### config.mk
export PLATFORM = sky130hd
export DESIGN_NAME = mpc_core
export DESIGN_NICKNAME = d
export VERILOG_FILES = /design/src/rtl/mpc_pkg.sv /design/src/rtl/mpc_core.sv
export SDC_FILE = /design/constraint.sdc
export NUM_CORES = 1
export LEC_CHECK = 0
export ABC_AREA = 1
export BUFFER_PORTS_ARGS = -buffer_cell sky130_fd_sc_hd__buf_4
export CAP_MARGIN = 15
export CORE_MARGIN = 2
export CORE_UTILIZATION = 50
export DETAILED_ROUTE_END_ITERATION = 8
export GPL_TIMING_DRIVEN = 0
export MAX_ROUTING_LAYER = met4
export PLACE_DENSITY = 0.72
export SLEW_MARGIN = 20
export SYNTH_ARGS = -nofsm -noshare
export SYNTH_HDL_FRONTEND = slang
export SYNTH_SLANG_ARGS = --single-unit
### constraint.sdc
create_clock -name sys_clk_i -period 8.66 [get_ports sys_clk_i]
set_clock_uncertainty 0.15 [all_clocks]
set_input_delay 1.732 -clock sys_clk_i [delete_from_list [all_inputs] [get_ports sys_clk_i]]
set_output_delay 1.732 -clock sys_clk_i [all_outputs]
set_load 0.005 [all_outputs]
### src/rtl/mpc_pkg.sv
// Shared constants and types for the microprogrammed processor core
package mpc_pkg;

    localparam int MPC_WORD_W = 16;
    localparam int MPC_NUM_REGS = 7;
    localparam int MPC_STACK_DEPTH = 16;
    localparam int MPC_UADDR_W = 9;
    localparam int MPC_UWORD_W = 32;
    localparam int MPC_SLICE_W = 4;
    localparam int MPC_NUM_SLICES = 4;
    localparam int MPC_NUM_COND = 16;
    localparam int MPC_NUM_FLAGS = 16;
    localparam int MPC_EXT_COND_W = 11;
    localparam int MPC_DISPATCH_LSB = 7;

    // Microcycle interval indices (T1 is 0)
    localparam logic [2:0] MPC_T1 = 3'h0;
    localparam logic [2:0] MPC_T2 = 3'h1;
    localparam logic [2:0] MPC_T6 = 3'h5;
    localparam logic [2:0] MPC_T7 = 3'h6;
    localparam logic [2:0] MPC_T8 = 3'h7;

    // Register selector codes; zero selects stack or constant zero
    localparam logic [2:0] MPC_SEL_NONE = 3'h0;
    localparam logic [2:0] MPC_SEL_PC = 3'h1;
    localparam logic [2:0] MPC_SEL_MDR = 3'h2;
    localparam logic [2:0] MPC_SEL_MAR = 3'h3;
    localparam logic [2:0] MPC_SEL_W0 = 3'h4;

    // Microword field positions
    localparam int MPC_F_ASEL = 29;
    localparam int MPC_F_BSEL = 26;
    localparam int MPC_F_DSEL = 23;
    localparam int MPC_F_OP = 20;
    localparam int MPC_F_POP = 19;
    localparam int MPC_F_PUSH = 18;
    localparam int MPC_F_SRCMEM = 17;
    localparam int MPC_F_FADDR = 13;
    localparam int MPC_F_FSET = 12;
    localparam int MPC_F_FCLR = 11;
    localparam int MPC_F_SEQ = 9;
    localparam int MPC_F_TGT = 0;

    // Dedicated flags
    localparam int MPC_FLAG_MEM_RD = 0;
    localparam int MPC_FLAG_MEM_WR = 1;

    // Condition inputs
    localparam int MPC_COND_ZERO = 0;
    localparam int MPC_COND_SIGN = 1;
    localparam int MPC_COND_CARRY = 2;
    localparam int MPC_COND_IRQ = 3;
    localparam int MPC_COND_TRUE = 4;
    localparam int MPC_COND_EXT0 = 5;

    // Reset values
    localparam logic [MPC_UADDR_W-1:0] MPC_FETCH_ADDR = 9'h000;
    localparam logic [MPC_WORD_W-1:0] MPC_WORD_RST = 16'h0000;
    localparam logic [3:0] MPC_SP_RST = 4'h0;

    typedef enum logic [2:0] {
        MPC_OP_ADD = 3'b000,
        MPC_OP_SUB = 3'b001,
        MPC_OP_AND = 3'b010,
        MPC_OP_OR = 3'b011,
        MPC_OP_XOR = 3'b100,
        MPC_OP_PASSA = 3'b101,
        MPC_OP_PASSB = 3'b110,
        MPC_OP_INCA = 3'b111
    } mpc_op_t;

    typedef enum logic [1:0] {
        MPC_SEQ_NEXT = 2'b00,
        MPC_SEQ_COND = 2'b01,
        MPC_SEQ_DISPATCH = 2'b10,
        MPC_SEQ_JUMP = 2'b11
    } mpc_seq_t;

endpackage : mpc_pkg

### src/rtl/mpc_core.sv
// Microprogrammed 16-bit processor core: datapath, stack and control sequencer
// Function
// - Datapath works on 16-bit words with parallel binary arithmetic.
// - Seven 16-bit registers: program counter, data, address, four working registers.
// - Each microcycle the ALU takes any two registers and writes one back.
// - Sixteen-entry stack: pop onto A operand and/or push result, same microcycle.
// - Memory address is 16 bits from the address holding register.
// - Conditional branch picks one of sixteen conditions to decide the branch.
// - Conditions include result zero, result sign and an interrupt request.
// - Sixteen flags set or cleared by microcode; flags 0 and 1 request memory.
// - Fetch routine loads instruction's nine top bits as microcode start address.
// - Last fetch step branches the sequencer to that start address.
// - One microinstruction per microcycle of eight intervals.
// - Addressed flag set in second interval, cleared in sixth.
// - Branch condition sampled in the second interval.
// - Datapath built from four parallel 4-bit register-and-ALU slices.
`timescale 1ns/10ps
module mpc_core (
    input wire logic sys_clk_i, // 250 MHz clock
    input wire logic sys_rst_i, // Async reset, active high
    input wire logic clk_en_i, // Freezes all state when low
    input wire logic [mpc_pkg::MPC_WORD_W-1:0] mem_rdata_i, // Memory read data
    input wire logic irq_i, // External interrupt request
    input wire logic [mpc_pkg::MPC_EXT_COND_W-1:0] ext_cond_i, // Spare branch conditions
    output logic [mpc_pkg::MPC_WORD_W-1:0] mem_addr_o, // Memory word address
    output logic [mpc_pkg::MPC_WORD_W-1:0] mem_wdata_o, // Memory write data
    output logic mem_rd_o, // Memory read request flag
    output logic mem_wr_o, // Memory write request flag
    output logic [mpc_pkg::MPC_NUM_FLAGS-1:0] flags_o, // All flag flip-flops
    output logic [2:0] interval_o, // Current interval, 0 is T1
    output logic [mpc_pkg::MPC_UADDR_W-1:0] upc_o // Current control address
);
    import mpc_pkg::*;

    typedef struct packed {
        logic [2:0] phase;
        logic [MPC_UADDR_W-1:0] upc;
        logic cond;
        logic [MPC_NUM_FLAGS-1:0] flags;
        logic [MPC_NUM_REGS-1:0][MPC_WORD_W-1:0] gpr;
        logic [MPC_STACK_DEPTH-1:0][MPC_WORD_W-1:0] stack;
        logic [3:0] sp;
        logic [MPC_WORD_W-1:0] result;
        logic carry;
        logic [MPC_WORD_W-1:0] mem_data;
        logic [MPC_WORD_W-1:0] rdata_s1;
        logic [MPC_WORD_W-1:0] rdata_s2;
        logic [MPC_EXT_COND_W:0] cin_s1;
        logic [MPC_EXT_COND_W:0] cin_s2;
    } mpc_state_t;

    mpc_state_t st_reg;
    mpc_state_t st_next;

    ////////////////////////////////////////////////////////////////////////////////
    // Control ROM: fetch routine at the bottom, every other word returns to fetch

    function automatic logic [MPC_UWORD_W-1:0] mpc_urom(input logic [MPC_UADDR_W-1:0] a);
        logic [MPC_UWORD_W-1:0] w;
        w = '0;
        case (a)
            9'h000: begin
                // Address register takes the program counter
                w[MPC_F_ASEL +: 3] = MPC_SEL_PC;
                w[MPC_F_DSEL +: 3] = MPC_SEL_MAR;
                w[MPC_F_OP +: 3] = MPC_OP_PASSA;
            end
            9'h001: begin
                // Read pulse on the read flag; read data captured at T7, data register loads at T8
                w[MPC_F_DSEL +: 3] = MPC_SEL_MDR;
                w[MPC_F_SRCMEM] = 1'b1;
                w[MPC_F_FADDR +: 4] = 4'(MPC_FLAG_MEM_RD);
                w[MPC_F_FSET] = 1'b1;
                w[MPC_F_FCLR] = 1'b1;
            end
            9'h002: begin
                // Advance program counter and dispatch on the instruction
                w[MPC_F_ASEL +: 3] = MPC_SEL_PC;
                w[MPC_F_DSEL +: 3] = MPC_SEL_PC;
                w[MPC_F_OP +: 3] = MPC_OP_INCA;
                w[MPC_F_SEQ +: 2] = MPC_SEQ_DISPATCH;
            end
            default: begin
                w[MPC_F_SEQ +: 2] = MPC_SEQ_JUMP;
                w[MPC_F_TGT +: MPC_UADDR_W] = MPC_FETCH_ADDR;
            end
        endcase
        return w;
    endfunction : mpc_urom

    ////////////////////////////////////////////////////////////////////////////////
    // Datapath helpers

    function automatic logic [MPC_WORD_W-1:0] mpc_rd_reg(
        input logic [MPC_NUM_REGS-1:0][MPC_WORD_W-1:0] gpr,
        input logic [2:0] sel
    );
        logic [2:0] idx;
        idx = sel - 3'h1;
        return (sel == MPC_SEL_NONE) ? MPC_WORD_RST : gpr[idx];
    endfunction : mpc_rd_reg

    // One 4-bit register-and-ALU slice; carry ripples to the next slice
    function automatic logic [MPC_SLICE_W:0] mpc_slice(
        input logic [2:0] op,
        input logic [MPC_SLICE_W-1:0] a,
        input logic [MPC_SLICE_W-1:0] b,
        input logic ci
    );
        logic [MPC_SLICE_W:0] s;
        s = '0;
        case (op)
            MPC_OP_ADD: s = {1'b0, a} + {1'b0, b} + {4'h0, ci};
            MPC_OP_SUB: s = {1'b0, a} + {1'b0, ~b} + {4'h0, ci};
            MPC_OP_INCA: s = {1'b0, a} + {4'h0, ci};
            MPC_OP_AND: s = {1'b0, a & b};
            MPC_OP_OR: s = {1'b0, a | b};
            MPC_OP_XOR: s = {1'b0, a ^ b};
            MPC_OP_PASSA: s = {1'b0, a};
            MPC_OP_PASSB: s = {1'b0, b};
            default: s = '0;
        endcase
        return s;
    endfunction : mpc_slice

    ////////////////////////////////////////////////////////////////////////////////
    // Next-state logic

    logic [MPC_UWORD_W-1:0] uword;
    logic [2:0] a_sel;
    logic [2:0] b_sel;
    logic [2:0] d_sel;
    logic [2:0] op;
    logic [3:0] faddr;
    mpc_seq_t seq;
    logic [MPC_WORD_W-1:0] opnd_a;
    logic [MPC_WORD_W-1:0] opnd_b;
    logic [MPC_WORD_W-1:0] alu_r;
    logic [MPC_WORD_W-1:0] wb_data;
    logic alu_c;
    logic [MPC_NUM_COND-1:0] cond_vec;
    logic [3:0] sp_top;
    logic do_pop;
    logic do_push;

    always_comb begin
        st_next = st_reg;
        uword = mpc_urom(st_reg.upc);
        a_sel = uword[MPC_F_ASEL +: 3];
        b_sel = uword[MPC_F_BSEL +: 3];
        d_sel = uword[MPC_F_DSEL +: 3];
        op = uword[MPC_F_OP +: 3];
        faddr = uword[MPC_F_FADDR +: 4];
        seq = mpc_seq_t'(uword[MPC_F_SEQ +: 2]);
        sp_top = st_reg.sp - 4'h1;
        do_pop = (a_sel == MPC_SEL_NONE) && uword[MPC_F_POP];
        do_push = uword[MPC_F_PUSH];

        // Zero A selector yields stack top when popping, else zero
        opnd_a = do_pop ? st_reg.stack[sp_top] : mpc_rd_reg(st_reg.gpr, a_sel);
        opnd_b = mpc_rd_reg(st_reg.gpr, b_sel);

        // Four slices in parallel with rippled carry
        alu_c = (op == MPC_OP_SUB) || (op == MPC_OP_INCA);
        alu_r = '0;
        for (int i = 0; i < MPC_NUM_SLICES; i++) begin
            {alu_c, alu_r[i*MPC_SLICE_W +: MPC_SLICE_W]} = mpc_slice(op,
                opnd_a[i*MPC_SLICE_W +: MPC_SLICE_W],
                opnd_b[i*MPC_SLICE_W +: MPC_SLICE_W], alu_c);
        end
        wb_data = uword[MPC_F_SRCMEM] ? st_reg.mem_data : alu_r;

        // Zero, sign and carry conditions test the result of the previous microcycle
        cond_vec = '0;
        cond_vec[MPC_COND_ZERO] = (st_reg.result == MPC_WORD_RST);
        cond_vec[MPC_COND_SIGN] = st_reg.result[MPC_WORD_W-1];
        cond_vec[MPC_COND_CARRY] = st_reg.carry;
        cond_vec[MPC_COND_IRQ] = st_reg.cin_s2[MPC_EXT_COND_W];
        cond_vec[MPC_COND_TRUE] = 1'b1;
        cond_vec[MPC_NUM_COND-1:MPC_COND_EXT0] = st_reg.cin_s2[MPC_EXT_COND_W-1:0];

        // Input synchronisers
        st_next.rdata_s1 = mem_rdata_i;
        st_next.rdata_s2 = st_reg.rdata_s1;
        st_next.cin_s1 = {irq_i, ext_cond_i};
        st_next.cin_s2 = st_reg.cin_s1;

        st_next.phase = st_reg.phase + 3'h1;
        case (st_reg.phase)
            MPC_T2: begin
                st_next.cond = cond_vec[faddr];
                if (uword[MPC_F_FSET]) begin
                    st_next.flags[faddr] = 1'b1;
                end
            end
            MPC_T6: begin
                if (uword[MPC_F_FCLR]) begin
                    st_next.flags[faddr] = 1'b0;
                end
            end
            MPC_T7: begin
                st_next.mem_data = st_reg.rdata_s2;
            end
            MPC_T8: begin
                // Write-back, stack and sequencing all commit at the cycle end
                if (d_sel != MPC_SEL_NONE) begin
                    st_next.gpr[d_sel - 3'h1] = wb_data;
                end
                st_next.result = wb_data;
                st_next.carry = alu_c;
                // Pop and push together overwrite the top entry
                if (do_pop && do_push) begin
                    st_next.stack[sp_top] = wb_data;
                end else if (do_pop) begin
                    st_next.sp = sp_top;
                end else if (do_push) begin
                    st_next.stack[st_reg.sp] = wb_data;
                    st_next.sp = st_reg.sp + 4'h1;
                end
                case (seq)
                    MPC_SEQ_NEXT: st_next.upc = st_reg.upc + 9'h001;
                    MPC_SEQ_COND: st_next.upc = st_reg.cond ?
                        uword[MPC_F_TGT +: MPC_UADDR_W] : st_reg.upc + 9'h001;
                    MPC_SEQ_DISPATCH: st_next.upc =
                        st_reg.gpr[MPC_SEL_MDR - 3'h1][MPC_DISPATCH_LSB +: MPC_UADDR_W];
                    MPC_SEQ_JUMP: st_next.upc = uword[MPC_F_TGT +: MPC_UADDR_W];
                    default: st_next.upc = st_reg.upc + 9'h001;
                endcase
            end
            default: begin
            end
        endcase
    end

    ////////////////////////////////////////////////////////////////////////////////
    // State register

    always_ff @(posedge sys_clk_i or posedge sys_rst_i) begin
        if (sys_rst_i) begin
            st_reg <= '0;
        end else if (clk_en_i) begin
            st_reg <= st_next;
        end
    end

    // Memory address always comes from the address holding register
    assign mem_addr_o = st_reg.gpr[MPC_SEL_MAR - 3'h1];
    assign mem_wdata_o = st_reg.gpr[MPC_SEL_MDR - 3'h1];
    assign mem_rd_o = st_reg.flags[MPC_FLAG_MEM_RD];
    assign mem_wr_o = st_reg.flags[MPC_FLAG_MEM_WR];
    assign flags_o = st_reg.flags;
    assign interval_o = st_reg.phase;
    assign upc_o = st_reg.upc;

endmodule : mpc_core

==> flow_summary.ini <==
[sta]
fin_setup_tns_ns = 0
rsz0062_at_grt = false
drv_slew = 0
fmaxAchievable_mhz = 209.9
relSlewSlack_pct = 64.88
setup_ws_ns = 3.895
worst_pin_slew_ns = 0.5268
hold_viol = 0
finalCriticalPeriod_ns = 4.765
fin_crit_sh_pct = 55.02
holdWs_ns = 0.3393
setup_viol = 0

[synth]
syn_area_mm2 = 0.005627
ys.flop_type = dfrtp_1
ys_seq_area_share_pct = 48.48
yosysUniqueCellTypes = 31
synth_edf_count = 0
avgSynthCellArea_um2 = 9.105
syn_inst = 618
synth_largest_area_cell = dfrtp_1
synth_top_area_share_pct = 48.48
synth_area_leaders = dfrtp_1 (48%), nand2_1 (11%), buf_4 (8.5%)
synth_seq_cells = 109
ys_warn_count = 0
async_reset_ff_share_pct = 100.0

[global_route]
grt_pass1_wl_um = 19060
gr-usage-met2_pct = 35.98
grt_pass1_vias = 4099
grt_overflow = 0
use_met1_pct = 25.65
antenna_found_initial = 0
grt_usage_pct = 21.11
grt_max_degree = 78
grt.met3_usage_pct = 2.469
grt.busiest_layer = met2

[detailed_routing]
wl_per_cell_um = 13.38
drtIter0Drc = 211
drcViolationCount = 0
ant_nets = 0
vias = 4143
wirelength_um = 11410
via_per_inst = 4.857
first_pass_iters = 4

[clocking]
cts_buffer_depth = 2
post_cts_resized = 0
worstSkewPairLatency_ns = 0.37
cts_tree = built
clk_pin_slew_ns = 0.10
ctsHoldBuffers = 0
clockRootBuffer = clkbuf_8
h-tree-depth = 3
cts_buffers = 9
post_cts_buffers = 0
cts_sinks = 109

[flow_run]
maxCapViolations = 0

[floorplanning]
die_y_um = 110.1
core_area_mm2 = 0.01089
die_w_um = 110.1
die_area_mm2 = 0.01212
io_pins = 93
start_util_pct = 51.68
rows = 38

[hold_path]
min_path_type = flop to flop

[setup_path]
worstPathArrival_ns = 4.93
end_kind = flop
worstPathRequired_ns = 8.83
crit_path_max_fanout = 10
cp_slowest_cell = dfrtp_1
criticalPathCategory = flop to flop
critPathLaunchType = flop
crit_path_frequent_cell = ha_1
slowest_delay_ns = 0.43

[finish]
area_growth_pct = 16.46
antenna_cells = 0
drive_above_1_share_pct = 30.15
layout_commonest_cell = nand2_1
multi_input_area_mm2 = 0.002157
layout_common_cells = nand2_1 (162), buf_4 (127), dfrtp_1 (109), inv_1 (49), o21ai_0 (38)
regArea_mm2 = 0.002728
layout.nets = 763
largest_reg_flops = 48
fillers = 977

[power_and_ir_drop]
seqPwrFrac_pct = 41.2
switching_power_mw = 0.6374
p_clk_share_pct = 18.2
switching_share_pct = 38.06
p_int_mw = 1.037
combPwrFrac_pct = 40.6
vdd_drop_max_mv = 0.1471
leakagePower_nw = 3.492
powerDensity_mw_per_mm2 = 255.6

[outcome]
status = completed

[place]
port_buffers = 63
post-dp-hpwl_um = 8560
place_congestion = 0.8626
dp_slack_ns = 3.915
final timing paths:
| check | startpoint | end | slack (ns) | depth (start not counted) |
|---|---|---|---|---|
| max in group asynchronous | sys_rst_i | mem_addr_o[11]$_DFFE_PP0P_ | 6.52 | 3 |
| hold reg to reg | st_next[31]$_DFFE_PP0P_ | st_reg[31]$_DFFE_PP0P_ | 0.34 | 2 |
| min in group asynchronous | sys_rst_i | mem_addr_o[13]$_DFFE_PP0P_ | 1.17 | 2 |
| setup / recovery | upc_o[0]$_DFFE_PP0P_ | mem_wdata_o[14]$_DFFE_PP0P_ | 3.89 | 26 |
| setup reg to reg | upc_o[0]$_DFFE_PP0P_ | mem_wdata_o[14]$_DFFE_PP0P_ | 3.89 | 26 |
| hold / removal | st_next[31]$_DFFE_PP0P_ | st_reg[31]$_DFFE_PP0P_ | 0.34 | 2 |
power groups by stage:
| stage | Combinational, mW | Sequential, mW | Clock [mW] |
|---|---|---|---|
| after floorplan | 0.495 | 0.676 | 0 |
| after global placement | 0.663 | 0.695 | 0 |
| after detailed placement | 0.683 | 0.700 | 0 |
| after CTS | 0.688 | 0.690 | 0.310 |
| after global routing | 0.759 | 0.704 | 0.327 |
| final | 0.680 | 0.690 | 0.305 |
layout make-up:
class                           count  area share [%]
Sequential cell                   109           41.63
Multi-Input combinational cell    381           32.92
Buffer                             88           9.032
Timing Repair Buffer               64           7.638
Inverter                           55           3.227
Tap cell                          140           2.673
Clock buffer                       10           1.948
Clock inverter                      6          0.9357
Yosys cell counts, types with 3 or more instances:
cell type,count
nor2_1,11
a21oi_1,5
a22oi_1,3
nand2_2,12
mux2_2,17
inv_2,5
o21ai_2,9
nand3_1,25
dfrtp_1,109
or2_2,3
o21ai_1,25
buf_2,4
nand3_2,3
ha_1,24
nand4_1,7
o21ai_0,38
o211ai_2,8
nand2_1,162
nor2_2,4
buf_4,64
clkbuf_1,19
inv_1,50
nand2_4,3
cells by family (layout without fill, tap and decap cells):
kind of cell / Yosys count / in the layout / synth area share (%)
XOR/XNOR: 2 / 2 / 0.3114
AO/OA/AOI/OAI: 90 / 90 / 9.873
buffers and inverters: 143 / 223 / 14.19
multiplexers: 17 / 17 / 3.402
adder cells (fa/ha/maj): 24 / 24 / 5.337
AND/OR/NAND/NOR: 232 / 232 / 18.35
other: 1 / 16 / 0.06665
flip-flops: 109 / 109 / 48.48
metal layers:
| layer | share of wire [%] | vias to the layer above |
|---|---|---|
| met1 | 43 | 1947 |
| met4 | 1.4 | 0 |
| li1 | - | 2075 |
| met2 | 50 | 105 |
| met5 | 0 | - |
| met3 | 4.9 | 16 |
worst max-delay path, delay by kind of cell (launching register included):
family | cells | cell delay, ns
compound gates | 1 | 0.19
xor+xnor | 1 | 0.14
fa+ha+maj | 9 | 1.77
buf+inv | 3 | 0.58
flops | 1 | 0.43
simple gates | 12 | 1.45
per-stage QoR:
step	total power, mW	instance area (um^2)	std cells	util, %
6_report	1.675	6553	853	60.18
5_1_grt	1.790	6553	853	60.18
4_1_cts	1.688	6553	853	60.18
3_5_place_dp	1.383	6364	837	58.45
3_3_place_gp	1.358	6331	836	58.15
2_1_floorplan	1.170	5683	633	-
Power figures use the tool's default switching activity.
